$ cat src/verilog/sensor_regs_defs.vh
// register map, field positions, command codes and timing constants
`ifndef SENSOR_REGS_DEFS_VH
`define SENSOR_REGS_DEFS_VH

// register indices; the link carries index << 2
`define REG_CHIP_STATUS          6'h06
`define REG_ADDRESS_SETTING      6'h0A
`define REG_ANGLE_THRESHOLD      6'h19
`define REG_ADC_SAMPLING_CONTROL 6'h1C
`define REG_MEASUREMENT_SCHEDULE 6'h1D
`define REG_ANGLE_OFFSET         6'h1E
`define ADDR_SHIFT               2

// chip_status bit positions
`define ST_RESULT_AVAIL  0
`define ST_RESET_DONE    1
`define ST_CMD_ERROR     4
`define ST_SINGLE        5
`define ST_WAKE          6
`define ST_CONTINUOUS    7

// field positions
`define ADDR_SET_MSB     5
`define ADDR_SET_LSB     0
`define OSR_MSB          10
`define OSR_LSB          9
`define FILT_MSB         2
`define FILT_LSB         0
`define INTERVAL_MSB     5
`define INTERVAL_LSB     0
`define GATE_MSB         9
`define GATE_LSB         6
`define ZERO_MSB         14
`define ZERO_LSB         0

// reset values
`define RST_ADDR_SET     6'h00
`define RST_THRESHOLD    16'h0000
`define RST_OSR          2'h0
`define RST_FILT         3'h0
`define RST_GATE         4'h0
`define RST_INTERVAL     6'h00
`define RST_ZERO         15'h0000

// command opcodes in the upper nibble of the first byte
`define CMD_CONTINUOUS   4'h1
`define CMD_WAKE         4'h2
`define CMD_SINGLE       4'h3
`define CMD_READ_DATA    4'h4
`define CMD_READ_REG     4'h5
`define CMD_WRITE_REG    4'h6
`define CMD_EXIT         4'h8
`define CMD_RESET        4'hF

// power-up quiet time: 4 ms of 125 MHz cycles, sized to the counter
`define INIT_CYCLES      20'd500000
`define INIT_CNT_W       20

`endif

$ cat src/verilog/link_sampler.v
// two-flop synchronisers with edge detection for the serial pins
`default_nettype none

module link_sampler #(
  parameter       W       = 4,
  parameter [W-1:0] RST_VAL = {W{1'b0}}
) (
  input  wire         ref_clk,
  input  wire         rst_n,
  input  wire         ce,
  input  wire [W-1:0] pins,
  output wire [W-1:0] level,
  output wire [W-1:0] rise,
  output wire [W-1:0] fall
);

  genvar i;
  generate
    for (i = 0; i < W; i = i + 1) begin : g_bit
      reg meta;
      reg sync;
      reg last;
      always @(posedge ref_clk) begin
        if (!rst_n) begin
          meta <= RST_VAL[i];
          sync <= RST_VAL[i];
          last <= RST_VAL[i];
        end else if (ce) begin
          meta <= pins[i];
          sync <= meta;
          last <= sync;
        end
      end
      // edges come from the second and third stage only
      assign level[i] = sync;
      assign rise[i]  = ce & sync & ~last;
      assign fall[i]  = ce & ~sync & last;
    end
  endgenerate

endmodule

`default_nettype wire

$ cat src/verilog/sensor_status_register_access.v
// host-facing register bank, command decode and flag logic of the sensor
`include "sensor_regs_defs.vh"
`default_nettype none

module sensor_status_register_access #(
  parameter [`INIT_CNT_W-1:0] INIT_CYCLES = `INIT_CYCLES
) (
  input  wire        ref_clk,
  input  wire        rst_n,
  input  wire        ce,
  input  wire        spi_cs_n,
  input  wire        spi_sclk,
  input  wire        spi_mosi,
  input  wire        trig_pin,
  output wire        spi_miso_out,
  output wire        spi_miso_oe_n,
  output wire        int_out,
  input  wire        meas_done,
  input  wire        wake_exceed,
  input  wire [15:0] angle_data,
  input  wire [15:0] field_data,
  output reg         mode_continuous,
  output reg         mode_wake,
  output reg         mode_single,
  output reg         meas_start,
  output wire        link_ready,
  output reg  [15:0] angle_threshold_value,
  output reg  [1:0]  oversample_select,
  output reg  [2:0]  filter_control,
  output reg  [3:0]  channel_gate_select,
  output reg  [5:0]  interval_count,
  output reg  [14:0] angle_zero,
  output reg  [5:0]  device_address
);

  localparam [1:0] ST_INIT = 2'b01;
  localparam [1:0] ST_RUN  = 2'b10;

  wire [3:0] lvl;
  wire [3:0] rise;
  wire [3:0] fall;

  link_sampler #(
    .W       (4),
    .RST_VAL (4'h3)
  ) u_sampler (
    .ref_clk (ref_clk),
    .rst_n   (rst_n),
    .ce      (ce),
    .pins    ({trig_pin, spi_mosi, spi_sclk, spi_cs_n}),
    .level   (lvl),
    .rise    (rise),
    .fall    (fall)
  );

  reg  [1:0]             state;
  reg  [`INIT_CNT_W-1:0] init_cnt;
  reg  [2:0]             bit_cnt;
  reg  [2:0]             byte_idx;
  reg  [6:0]             rx_sh;
  reg  [7:0]             cmd;
  reg  [7:0]             wdata_hi;
  reg  [15:0]            wdata;
  reg                    ignore;
  reg                    reply_en;
  reg  [7:0]             stat_snap;
  reg  [15:0]            word0;
  reg  [15:0]            word1;
  reg  [7:0]             tx_sh;
  reg                    miso_q;
  reg                    cmd_err;
  reg                    reset_done;
  reg                    result_avail;

  reg                    next_cont;
  reg                    next_wake;
  reg                    next_single;
  reg                    next_err;
  reg                    next_reset_done;
  reg                    next_avail;
  reg                    next_start;
  reg  [7:0]             tx_sel;
  reg  [15:0]            rd_word;

  wire running   = state[1];
  wire cs_act    = running & ~lvl[0];
  wire byte_done = cs_act & rise[1] & (bit_cnt == 3'd7);
  wire [7:0] rx_byte = {rx_sh, lvl[2]};
  wire cs_end    = running & rise[0];
  wire [3:0] op  = cmd[7:4];
  wire [3:0] new_op = rx_byte[7:4];
  // a frame begun inside the quiet window keeps ignore set to its end
  wire cmd_byte  = byte_done & (byte_idx == 3'd0) & ~ignore;
  wire any_mode  = mode_continuous | mode_wake | mode_single;

  wire new_meas = (new_op == `CMD_CONTINUOUS) | (new_op == `CMD_WAKE) |
                  (new_op == `CMD_SINGLE);
  wire new_reg  = (new_op == `CMD_READ_REG) | (new_op == `CMD_WRITE_REG);
  wire new_known = new_meas | new_reg | (new_op == `CMD_READ_DATA) |
                   (new_op == `CMD_EXIT) | (new_op == `CMD_RESET);
  wire reject   = (new_meas & any_mode) |
                  (new_reg & mode_continuous) |
                  ~new_known;
  wire take_cmd = cmd_byte & ~reject;
  wire trig_req = running & rise[3];
  wire trig_rej = trig_req & any_mode;
  wire reset_apply = cs_end & (op == `CMD_RESET) & ~ignore &
                     (byte_idx != 3'd0);
  // a data read counts once the status byte and the first three data bytes were clocked out
  wire read_done = cs_end & (op == `CMD_READ_DATA) & ~ignore &
                   (byte_idx >= 3'd5);
  wire wr_strobe = byte_done & (byte_idx == 3'd3) & ~ignore &
                   (op == `CMD_WRITE_REG);

  // power-up quiet window: the link is deaf until the count expires
  always @(posedge ref_clk) begin
    if (!rst_n) begin
      state    <= ST_INIT;
      init_cnt <= {`INIT_CNT_W{1'b0}};
    end else if (ce) begin
      case (state)
        ST_INIT: begin
          if (init_cnt >= INIT_CYCLES - 1'b1)
            state <= ST_RUN;
          else
            init_cnt <= init_cnt + 1'b1;
        end
        ST_RUN:  state <= ST_RUN;
        default: state <= ST_INIT;
      endcase
    end
  end

  assign link_ready = running;

  // next values of the mode and flag bits
  always @* begin
    next_cont       = mode_continuous;
    next_wake       = mode_wake;
    next_single     = mode_single;
    next_err        = cmd_err;
    next_reset_done = reset_done;
    next_avail      = result_avail;
    next_start      = 1'b0;
    if (meas_done & mode_single)
      next_single = 1'b0;
    if (trig_req & ~any_mode) begin
      next_single = 1'b1;
      next_start  = 1'b1;
    end
    if (cmd_byte) begin
      next_err = reject | trig_rej;
      if (new_op != `CMD_RESET)
        next_reset_done = 1'b0;
    end else if (trig_rej) begin
      next_err = 1'b1;
    end
    if (take_cmd) begin
      case (new_op)
        `CMD_CONTINUOUS: begin
          next_cont  = 1'b1;
          next_start = 1'b1;
        end
        `CMD_WAKE: begin
          next_wake  = 1'b1;
          next_start = 1'b1;
        end
        `CMD_SINGLE: begin
          next_single = 1'b1;
          next_start  = 1'b1;
        end
        `CMD_EXIT: begin
          next_cont   = 1'b0;
          next_wake   = 1'b0;
          next_single = 1'b0;
        end
        default: next_start = next_start;
      endcase
    end
    // clear by a completed read first, so a new result wins
    if (read_done)
      next_avail = 1'b0;
    if ((meas_done & (mode_continuous | mode_single)) |
        (wake_exceed & mode_wake))
      next_avail = 1'b1;
    if (reset_apply) begin
      next_cont       = 1'b0;
      next_wake       = 1'b0;
      next_single     = 1'b0;
      next_err        = 1'b0;
      next_avail      = 1'b0;
      next_start      = 1'b0;
      next_reset_done = 1'b1;
    end
  end

  always @(posedge ref_clk) begin
    if (!rst_n) begin
      mode_continuous <= 1'b0;
      mode_wake       <= 1'b0;
      mode_single     <= 1'b0;
      cmd_err         <= 1'b0;
      reset_done      <= 1'b0;
      result_avail    <= 1'b0;
      meas_start      <= 1'b0;
    end else if (ce) begin
      mode_continuous <= next_cont;
      mode_wake       <= next_wake;
      mode_single     <= next_single;
      cmd_err         <= next_err;
      reset_done      <= next_reset_done;
      result_avail    <= next_avail;
      meas_start      <= next_start;
    end
  end

  // interrupt pin follows the result flag, held until the data is read or a reset command is applied
  assign int_out = result_avail;

  // register read mux; unmapped indices and reserved bits read zero
  always @* begin
    rd_word = 16'h0000;
    case (rx_byte[7:`ADDR_SHIFT])
      `REG_CHIP_STATUS:
        rd_word = {8'h00, mode_continuous, mode_wake, mode_single, cmd_err,
                   2'b00, reset_done, result_avail};
      `REG_ADDRESS_SETTING:
        rd_word[`ADDR_SET_MSB:`ADDR_SET_LSB] = device_address;
      `REG_ANGLE_THRESHOLD:
        rd_word = angle_threshold_value;
      `REG_ADC_SAMPLING_CONTROL: begin
        rd_word[`OSR_MSB:`OSR_LSB]   = oversample_select;
        rd_word[`FILT_MSB:`FILT_LSB] = filter_control;
      end
      `REG_MEASUREMENT_SCHEDULE: begin
        rd_word[`GATE_MSB:`GATE_LSB]         = channel_gate_select;
        rd_word[`INTERVAL_MSB:`INTERVAL_LSB] = interval_count;
      end
      `REG_ANGLE_OFFSET:
        rd_word[`ZERO_MSB:`ZERO_LSB] = angle_zero;
      default: rd_word = 16'h0000;
    endcase
  end

  // configuration registers; a reset command restores them too
  always @(posedge ref_clk) begin
    if (!rst_n) begin
      device_address        <= `RST_ADDR_SET;
      angle_threshold_value <= `RST_THRESHOLD;
      oversample_select     <= `RST_OSR;
      filter_control        <= `RST_FILT;
      channel_gate_select   <= `RST_GATE;
      interval_count        <= `RST_INTERVAL;
      angle_zero            <= `RST_ZERO;
    end else if (ce) begin
      if (reset_apply) begin
        device_address        <= `RST_ADDR_SET;
        angle_threshold_value <= `RST_THRESHOLD;
        oversample_select     <= `RST_OSR;
        filter_control        <= `RST_FILT;
        channel_gate_select   <= `RST_GATE;
        interval_count        <= `RST_INTERVAL;
        angle_zero            <= `RST_ZERO;
      end else if (wr_strobe) begin
        case (rx_byte[7:`ADDR_SHIFT])
          `REG_ADDRESS_SETTING:
            device_address <= wdata[`ADDR_SET_MSB:`ADDR_SET_LSB];
          `REG_ANGLE_THRESHOLD:
            angle_threshold_value <= wdata;
          `REG_ADC_SAMPLING_CONTROL: begin
            oversample_select <= wdata[`OSR_MSB:`OSR_LSB];
            filter_control    <= wdata[`FILT_MSB:`FILT_LSB];
          end
          `REG_MEASUREMENT_SCHEDULE: begin
            channel_gate_select <= wdata[`GATE_MSB:`GATE_LSB];
            interval_count      <= wdata[`INTERVAL_MSB:`INTERVAL_LSB];
          end
          `REG_ANGLE_OFFSET:
            angle_zero <= wdata[`ZERO_MSB:`ZERO_LSB];
          default: angle_zero <= angle_zero;
        endcase
      end
    end
  end

  // frame receive side: bytes sampled on sclk rising edges (mode 3)
  always @(posedge ref_clk) begin
    if (!rst_n) begin
      bit_cnt   <= 3'd0;
      byte_idx  <= 3'd0;
      rx_sh     <= 7'h00;
      cmd       <= 8'h00;
      wdata_hi  <= 8'h00;
      wdata     <= 16'h0000;
      ignore    <= 1'b1;
      reply_en  <= 1'b0;
      stat_snap <= 8'h00;
      word0     <= 16'h0000;
      word1     <= 16'h0000;
    end else if (ce) begin
      if (running & fall[0]) begin
        bit_cnt  <= 3'd0;
        byte_idx <= 3'd0;
        reply_en <= 1'b0;
        ignore   <= 1'b0;
      end else if (cs_end) begin
        reply_en <= 1'b0;
      end else if (cs_act & rise[1]) begin
        rx_sh   <= rx_byte[6:0];
        bit_cnt <= bit_cnt + 3'd1;
        if (byte_done & (byte_idx != 3'd7))
          byte_idx <= byte_idx + 3'd1;
      end
      if (cmd_byte) begin
        cmd      <= rx_byte;
        // a reset frame must stay live so that its end applies the reset
        ignore   <= reject;
        // a reset command is answered by nothing at all
        reply_en <= (new_op != `CMD_RESET);
        stat_snap <= {next_cont, next_wake, next_single,
                      next_err, 2'b00, reset_done, next_avail};
        if (new_op == `CMD_READ_DATA) begin
          word0 <= angle_data;
          word1 <= field_data;
        end
      end
      if (byte_done & ~ignore & (byte_idx == 3'd1)) begin
        if (op == `CMD_READ_REG)
          word0 <= rd_word;
        wdata_hi <= rx_byte;
      end
      if (byte_done & ~ignore & (byte_idx == 3'd2))
        wdata <= {wdata_hi, rx_byte};
    end
  end

  // reply byte for the byte slot now starting
  always @* begin
    case (byte_idx)
      3'd1:    tx_sel = stat_snap;
      3'd2:    tx_sel = word0[15:8];
      3'd3:    tx_sel = word0[7:0];
      3'd4:    tx_sel = word1[15:8];
      3'd5:    tx_sel = word1[7:0];
      default: tx_sel = 8'h00;
    endcase
  end

  // mode 3: data changes on falling edges, msb first
  always @(posedge ref_clk) begin
    if (!rst_n) begin
      tx_sh  <= 8'h00;
      miso_q <= 1'b0;
    end else if (ce) begin
      if (cs_act & fall[1]) begin
        if (bit_cnt == 3'd0) begin
          miso_q <= tx_sel[7];
          tx_sh  <= {tx_sel[6:0], 1'b0};
        end else begin
          miso_q <= tx_sh[7];
          tx_sh  <= {tx_sh[6:0], 1'b0};
        end
      end
    end
  end

  assign spi_miso_out  = miso_q;
  assign spi_miso_oe_n = ~(cs_act & reply_en);

endmodule

`default_nettype wire
$ cat config.mk
export PLATFORM = sky130hd
export DESIGN_NAME = sensor_status_register_access
export DESIGN_NICKNAME = d
export VERILOG_FILES = /design/src/verilog/link_sampler.v /design/src/verilog/sensor_status_register_access.v
export VERILOG_INCLUDE_DIRS = /design/src /design/src/verilog
export SDC_FILE = /design/constraint.sdc
export NUM_CORES = 1
export LEC_CHECK = 0
export BUFFER_PORTS_ARGS = -buffer_cell sky130_fd_sc_hd__buf_2
export CORE_MARGIN = 2
export CORE_UTILIZATION = 27
export CTS_CLUSTER_SIZE = 24
export DETAILED_ROUTE_END_ITERATION = 12
export PLACE_DENSITY_LB_ADDON = 0.15
export SYNTH_ARGS = -nofsm -noshare
export SYNTH_HDL_FRONTEND = slang
export SYNTH_HIERARCHICAL = 1
export SYNTH_SLANG_ARGS = --single-unit
$ cat constraint.sdc
create_clock -name ref_clk -period 2.5 [get_ports ref_clk]
set_input_delay 0 -clock ref_clk [delete_from_list [all_inputs] [get_ports ref_clk]]
set_output_delay 0 -clock ref_clk [all_outputs]
set_load 0.05 [all_outputs]
==> results of run 1 <==
## repair_timing
action / CTS / global route
hold buffers: 36 / 0
resized for setup: 1 / 2
endpoints found under the setup margin: 1 / 15
hold endpoints to repair: 41 / 0
## worst reg2reg max path, cell delays in order, from the launching register on
cell and delay [ns]:
dfxtp_1 0.38, ha_1 0.17, ha_1 0.20, nand3b_4 0.09
or4_4 0.63, a2111oi_1 0.50, o2bb2ai_1 0.17, a21oi_1 0.08
## final timing paths
check                           endpoint  slack, ns  cells after the start
worst max-delay path            word0[4]       0.16                      7
worst min-delay path            word0[0]       0.03                      4
worst max register to register  word0[4]       0.16                      7
worst min register to register  word1[0]       0.46                      2
## metrics by stage
step	hold WS, ns	total power, uW
floorplan	0.128	3110
global placement	0.217	3200
detailed placement	0.225	3200
CTS	0.0231	6120
global route	0.0800	6260
finish	0.0321	6030
## layout by cell type, fill, tap and decap left out, drive strengths merged, types with 10 or more instances in the layout
cell,count
a21oi,81
nand2,124
nor3,16
buf,162
dfxtp,181
inv,24
ha,11
or3,14
clkbuf,17
nand2b,17
nand3,89
a22oi,32
o21ai,91
dlygate4sd3,36
mux2i,39
a31oi,10
nor2,45
## power breakdown
group | internal, uW | switching [uW] | total [uW] | leakage, uW
sequential | 2900 | 15.5 | 2910 | 0.00146
combinational | 109 | 154 | 263 | 0.00220
clock | 1470 | 1390 | 2860 | 0.000306
## flip-flops by register name (all words and copies together), names as in the netlist, 6 cells and up
signal                 count
angle_threshold_value     16
angle_zero                15
device_address             6
init_cnt                  20
interval_count             6
rx_sh                      7
stat_snap                  6
tx_sh                      7
wdata                     16
wdata_hi                   8
word0                     16
word1                     16
## layout make-up
type,instances,area [um2],area share
tap,390,488,0.0471
clock buffer,17,425,0.0411
inverter,16,60.1,0.00580
timing repair buffer,198,1330,0.128
clock inverter,15,203,0.0196
sequential,181,3620,0.350
multi-input combinational,702,4220,0.408
## metal layers
| layer | GRT usage | routed length (um) | vias to the layer above |
|---|---|---|---|
| met3 | 0.0271 | 1220 | 14 |
| met2 | 0.277 | 12800 | 177 |
| met4 | 0.0440 | 321 | 0 |
| met5 | 0 | 0 | - |
| met1 | 0.261 | 13800 | 3723 |
| li1 | - | - | 3848 |
==> flow_summary_export.csv, run 1 <==
group,metric,value,unit
clock_tree,tritoncts,"done",
worst_hold_path,hp-start,"angle_data[0]",
route,postRouteAntennaNets,0,
setup_path,path_buf_inv,0,
setup_path,cpMostUsedCell,"ha_1",
cells_and_area,fin_util,0.347,
setup_path,crit_family,"compound AO/OA/AOI/OAI gates",
global_route,grt_pass1_wl,43600,um
timing,skew,0.0208,ns
global_route,antenna_found_initial,0,
place,numPortBuffers,100,
setup_path,crit_path_start,"bit_cnt[0]",
route,post-route-drc-count,0,
place,dp_slack,-0.0160,ns
die,initial_core_util,0.276,
cells_and_area,antenna_cells,0,
global_route,grt.total_usage,0.180,
pwr,power_density,583,nW/um2
setup_path,r2r_start,"bit_cnt[0]",
timing,period_needed,2.34,ns
place,dp_hpwl,20500,um
clock_tree,cts_num_sinks,181,
pwr,leakagePower,0.00396,uW
setup_path,path_class,"reg -> reg",
cells_and_area,drive_gt1_frac,0.194,
timing,clock.fmax,0.427,GHz
die,dieArea,31900,um2
route,vias_per_cell,5.11,
global_route,grt_start_max_net_pins,34,
timing,worst_pin_slew,0.831,ns
place,placed_cells,1451,
cells_and_area,final_cell_area,10400,um2
setup_path,slowest_delay,0.63,ns
route,routed_wl,28100,um
clock_tree,root_buffer,"clkbuf_16",
place,place_area,9360,um2
timing,setup_viol,0,
clock_tree,clockBufferDepth,2,
timing,rsz0062_at_grt,"false",
synth,syn_avg_cell_area,8.44,um2
global_route,grt_pass1_vias,7341,
die,die_y,179,um
synth,synth_fp_nets,1026,
clock_tree,post_cts_buffers,0,
setup_path,path_cells,"ha_1, ha_1, nand3b_4, or4_4, a2111oi_1, o2bb2ai_1, a21oi_1",
clock_tree,clk_latency,0.45,ns
clock_tree,htree_levels,4,
timing,finalHoldViolations,0,
cells_and_area,fillers,3160,
cells_and_area,layout.nets,1168,
setup_path,cp.required,2.82,ns
timing,finalMaxSlewViolations,0,
timing,worst_slack,0.158,ns
synth,syn_area,8220,um2
die,die_w,179,um
die,fp.coreArea,29800,um2
route,drt_iter0_markers,606,
setup_path,endpoint_kind,"flop",
place,gp_congestion,0.819,
setup_path,critPathLaunchType,"flop",
job,max-cap-violations,0,
timing,fin_crit_sh,0.937,
clock_tree,clk_pin_slew,0.08,ns
worst_hold_path,hold_class,"in -> reg",
route,num_vias,7762,
die,rows,63,
synth,synth_warnings,6,
pwr,ir_drop,0.433,mV
outcome,outcome,"finished, final reports clean",
route,routedWlPerCell,18.5,um
clock_tree,cts_made_buffers,17,
cells_and_area,area_growth,25.9,%
die,boundaryPins,101,
setup_path,slowest_stage,"or4_4",
global_route,grt.overflow.total,0,
route,drt-pass1-iter-count,7,
timing,fin_setup_tns,0,ns
setup_path,cp.arrival,2.66,ns
cells_and_area,finalNonFillerCells,1519,
synth,postSynthCellCount,974,
setup_path,cp_max_fo,8,
timing,relSlewSlack,0.442,
No activity file was read; power rests on OpenSTA's default activity.
==> inputs of run 2 (changes only) <==
- SYNTH_HIERARCHICAL: 1 -> default
==> run 2 against run 1 <==
Compared with the run above: cell count fell by 2.7%; core utilization fell by 0.43 points; total power fell by 3.2%; maximum frequency rose by 2.9%; highest routed layer unchanged; setup slack improved by 0.066 ns; via count fell by 6.9%; sequential power barely moved; final area fell by 2.3%; global-route usage fell by 1.3 points.
==> flow_summary_export.csv, run 2 <==
group,metric,value,unit
synth,postSynthCellCount,943,
timing,setup_viol,0,
synth,synthFlopType,"dfxtp_1",
clock_tree,cts_made_buffers,17,
synth,synth_top_area_frac,0.450,
global_route,antenna_found_initial,0,
synth,synth_common_cells,"dfxtp_1, nand2_1, a21oi_1, nand3_1, o21ai_0",
cells_and_area,fillers,3113,
synth,ys_seq_area_frac,0.450,
timing,period_needed,2.28,ns
clock_tree,post_cts_buffers,0,
job,max-cap-violations,0,
global_route,grt.total_usage,0.167,
cells_and_area,layout_common_cells,"dfxtp_1, nand2_1, buf_2",
synth,ys_types,74,
setup_path,critPathLaunchType,"flop",
synth,syn_avg_cell_area,8.53,um2
cells_and_area,drive_gt1_frac,0.188,
route,routedWlPerCell,17.6,um
synth,synth_warnings,0,
setup_path,slowest_stage,"nor4_4",
timing,worst_pin_slew,0.658,ns
pwr,ir_drop,0.398,mV
clock_tree,ctsResizeCount,0,
global_route,grt_pass1_vias,7044,
cells_and_area,finalNonFillerCells,1478,
die,die_w,177,um
timing,fin_crit_sh,0.910,
die,fp.coreArea,29500,um2
route,vias_per_cell,4.89,
clock_tree,clk_pin_slew,0.08,ns
timing,rsz0062_at_grt,"false",
die,boundaryPins,101,
setup_path,path_class,"reg -> reg",
die,initial_core_util,0.273,
worst_hold_path,hold_class,"in -> reg",
cells_and_area,regMostFlops,"init_cnt",
clock_tree,ctsHoldBuffers,37,
place,placed_cells,1409,
synth,yosysMostFrequentCell,"dfxtp_1",
timing,skew,0.0161,ns
route,drt-pass1-iter-count,5,
die,rows,63,
setup_path,slowest_delay,0.60,ns
clock_tree,tritoncts,"done",
outcome,outcome,"finished, final reports clean",
timing,relSlewSlack,0.558,
timing,finalHoldViolations,0,
timing,worst_slack,0.225,ns
route,routed_wl,26000,um
global_route,grt.overflow.total,0,
die,die_y,177,um
route,drt_iter0_markers,549,
synth,ys_ff_latch,181,
timing,hold_ws,0.0799,ns
clock_tree,root_buffer,"clkbuf_16",
synth,synth_edf_count,0,
timing,fin_setup_tns,0,ns
route,post-route-drc-count,0,
setup_path,path_cells,"inv_1, ha_1, nor2b_1, nor4_4, a21oi_1, a32oi_1, a211oi_1",
timing,finalMaxSlewViolations,0,
cells_and_area,largest_reg_flops,20,
pwr,power_density,577,nW/um2
synth,syn_area,8050,um2
timing,clock.fmax,0.440,GHz
clock_tree,htree_levels,4,
place,numPortBuffers,100,
synth,async_flop_share,0,
cells_and_area,area_growth,25.7,%
clock_tree,clk_latency,0.43,ns
cells_and_area,layout.nets,1127,
setup_path,endpoint_kind,"flop",
synth,synthTopCellsByArea,"dfxtp_1, nand2_1, a21oi_1",
global_route,grt_start_max_net_pins,54,
cells_and_area,antenna_cells,0,
synth,synth_fp_nets,995,
cells_and_area,layout_commonest_cell,"dfxtp_1",
route,num_vias,7223,
route,postRouteAntennaNets,0,
setup_path,cp.required,2.80,ns
setup_path,cp_max_fo,10,
clock_tree,clockBufferDepth,2,
place,dp_slack,0.250,ns
place,gp_congestion,0.793,
cells_and_area,fin_util,0.343,
die,dieArea,31200,um2
place,dp_hpwl,18500,um
setup_path,cp.arrival,2.58,ns
clock_tree,cts_num_sinks,181,
global_route,grt_pass1_wl,40500,um
synth,synth.largest_area_cell,"dfxtp_1",
pwr,leakagePower,0.00371,uW
run 2: final timing paths:
path                 from      endpoint  slack (ns)  cells after the start
min reg2reg  stat_snap[0]  stat_snap[0]        0.45                      2
min                 rst_n  init_cnt[14]        0.08                      3
max           byte_idx[0]  stat_snap[5]        0.22                      7
max reg2reg   byte_idx[0]  stat_snap[5]        0.22                      7
run 2: power breakdown:
group / total [uW] / switching [uW] / internal [uW]
logic: 248 / 139 / 109
registers: 2920 / 19.7 / 2900
clock network: 2680 / 1330 / 1340
run 2: through the flow:
| stage | cell area, um2 | power (uW) |
|---|---|---|
| 2_1_floorplan | 8050 | 3110 |
| 3_3_place_gp | 9160 | 3190 |
| 3_5_place_dp | 9160 | 3190 |
| 4_1_cts | 10100 | 5920 |
| 5_1_grt | 10100 | 6050 |
| 6_report | 10100 | 5840 |
run 2: kinds of logic after synthesis:
group | count (synthesis) | synth area share
xor+xnor | 2 | 0.00218
fa+ha+maj | 12 | 0.0184
mux | 42 | 0.0529
flops | 181 | 0.450
buf+inv | 88 | 0.0495
simple gates | 369 | 0.235
compound gates | 249 | 0.192
run 2: metal layers:
metal | share of wire | wire, um | vias up | track usage
met4 | 0.015 | 390 | 0 | 0.0496
li1 | - | - | 3657 | -
met3 | 0.022 | 580 | 17 | 0.0223
met5 | 0 | 0 | - | 0
met1 | 0.49 | 12700 | 3450 | 0.227
met2 | 0.47 | 12300 | 99 | 0.275
run 2: worst max-delay path: cells and delay by family (launching register included):
family / cells / cell delay (ns)
flip-flops: 1 / 0.43
AO/OA/AOI/OAI: 3 / 0.57
AND/OR/NAND/NOR: 2 / 0.80
buffers and inverters: 1 / 0.09
adder cells (fa/ha/maj): 1 / 0.26
run 2: cell type report:
| type | count | area (um2) | area share |
|---|---|---|---|
| Tap cell | 390 | 488 | 0.0482 |
| Inverter | 15 | 56.3 | 0.00557 |
| Sequential cell | 181 | 3620 | 0.358 |
| Clock inverter | 15 | 158 | 0.0156 |
| Timing Repair Buffer | 186 | 1330 | 0.131 |
| Clock buffer | 17 | 425 | 0.0421 |
| Multi-Input combinational cell | 674 | 4040 | 0.399 |
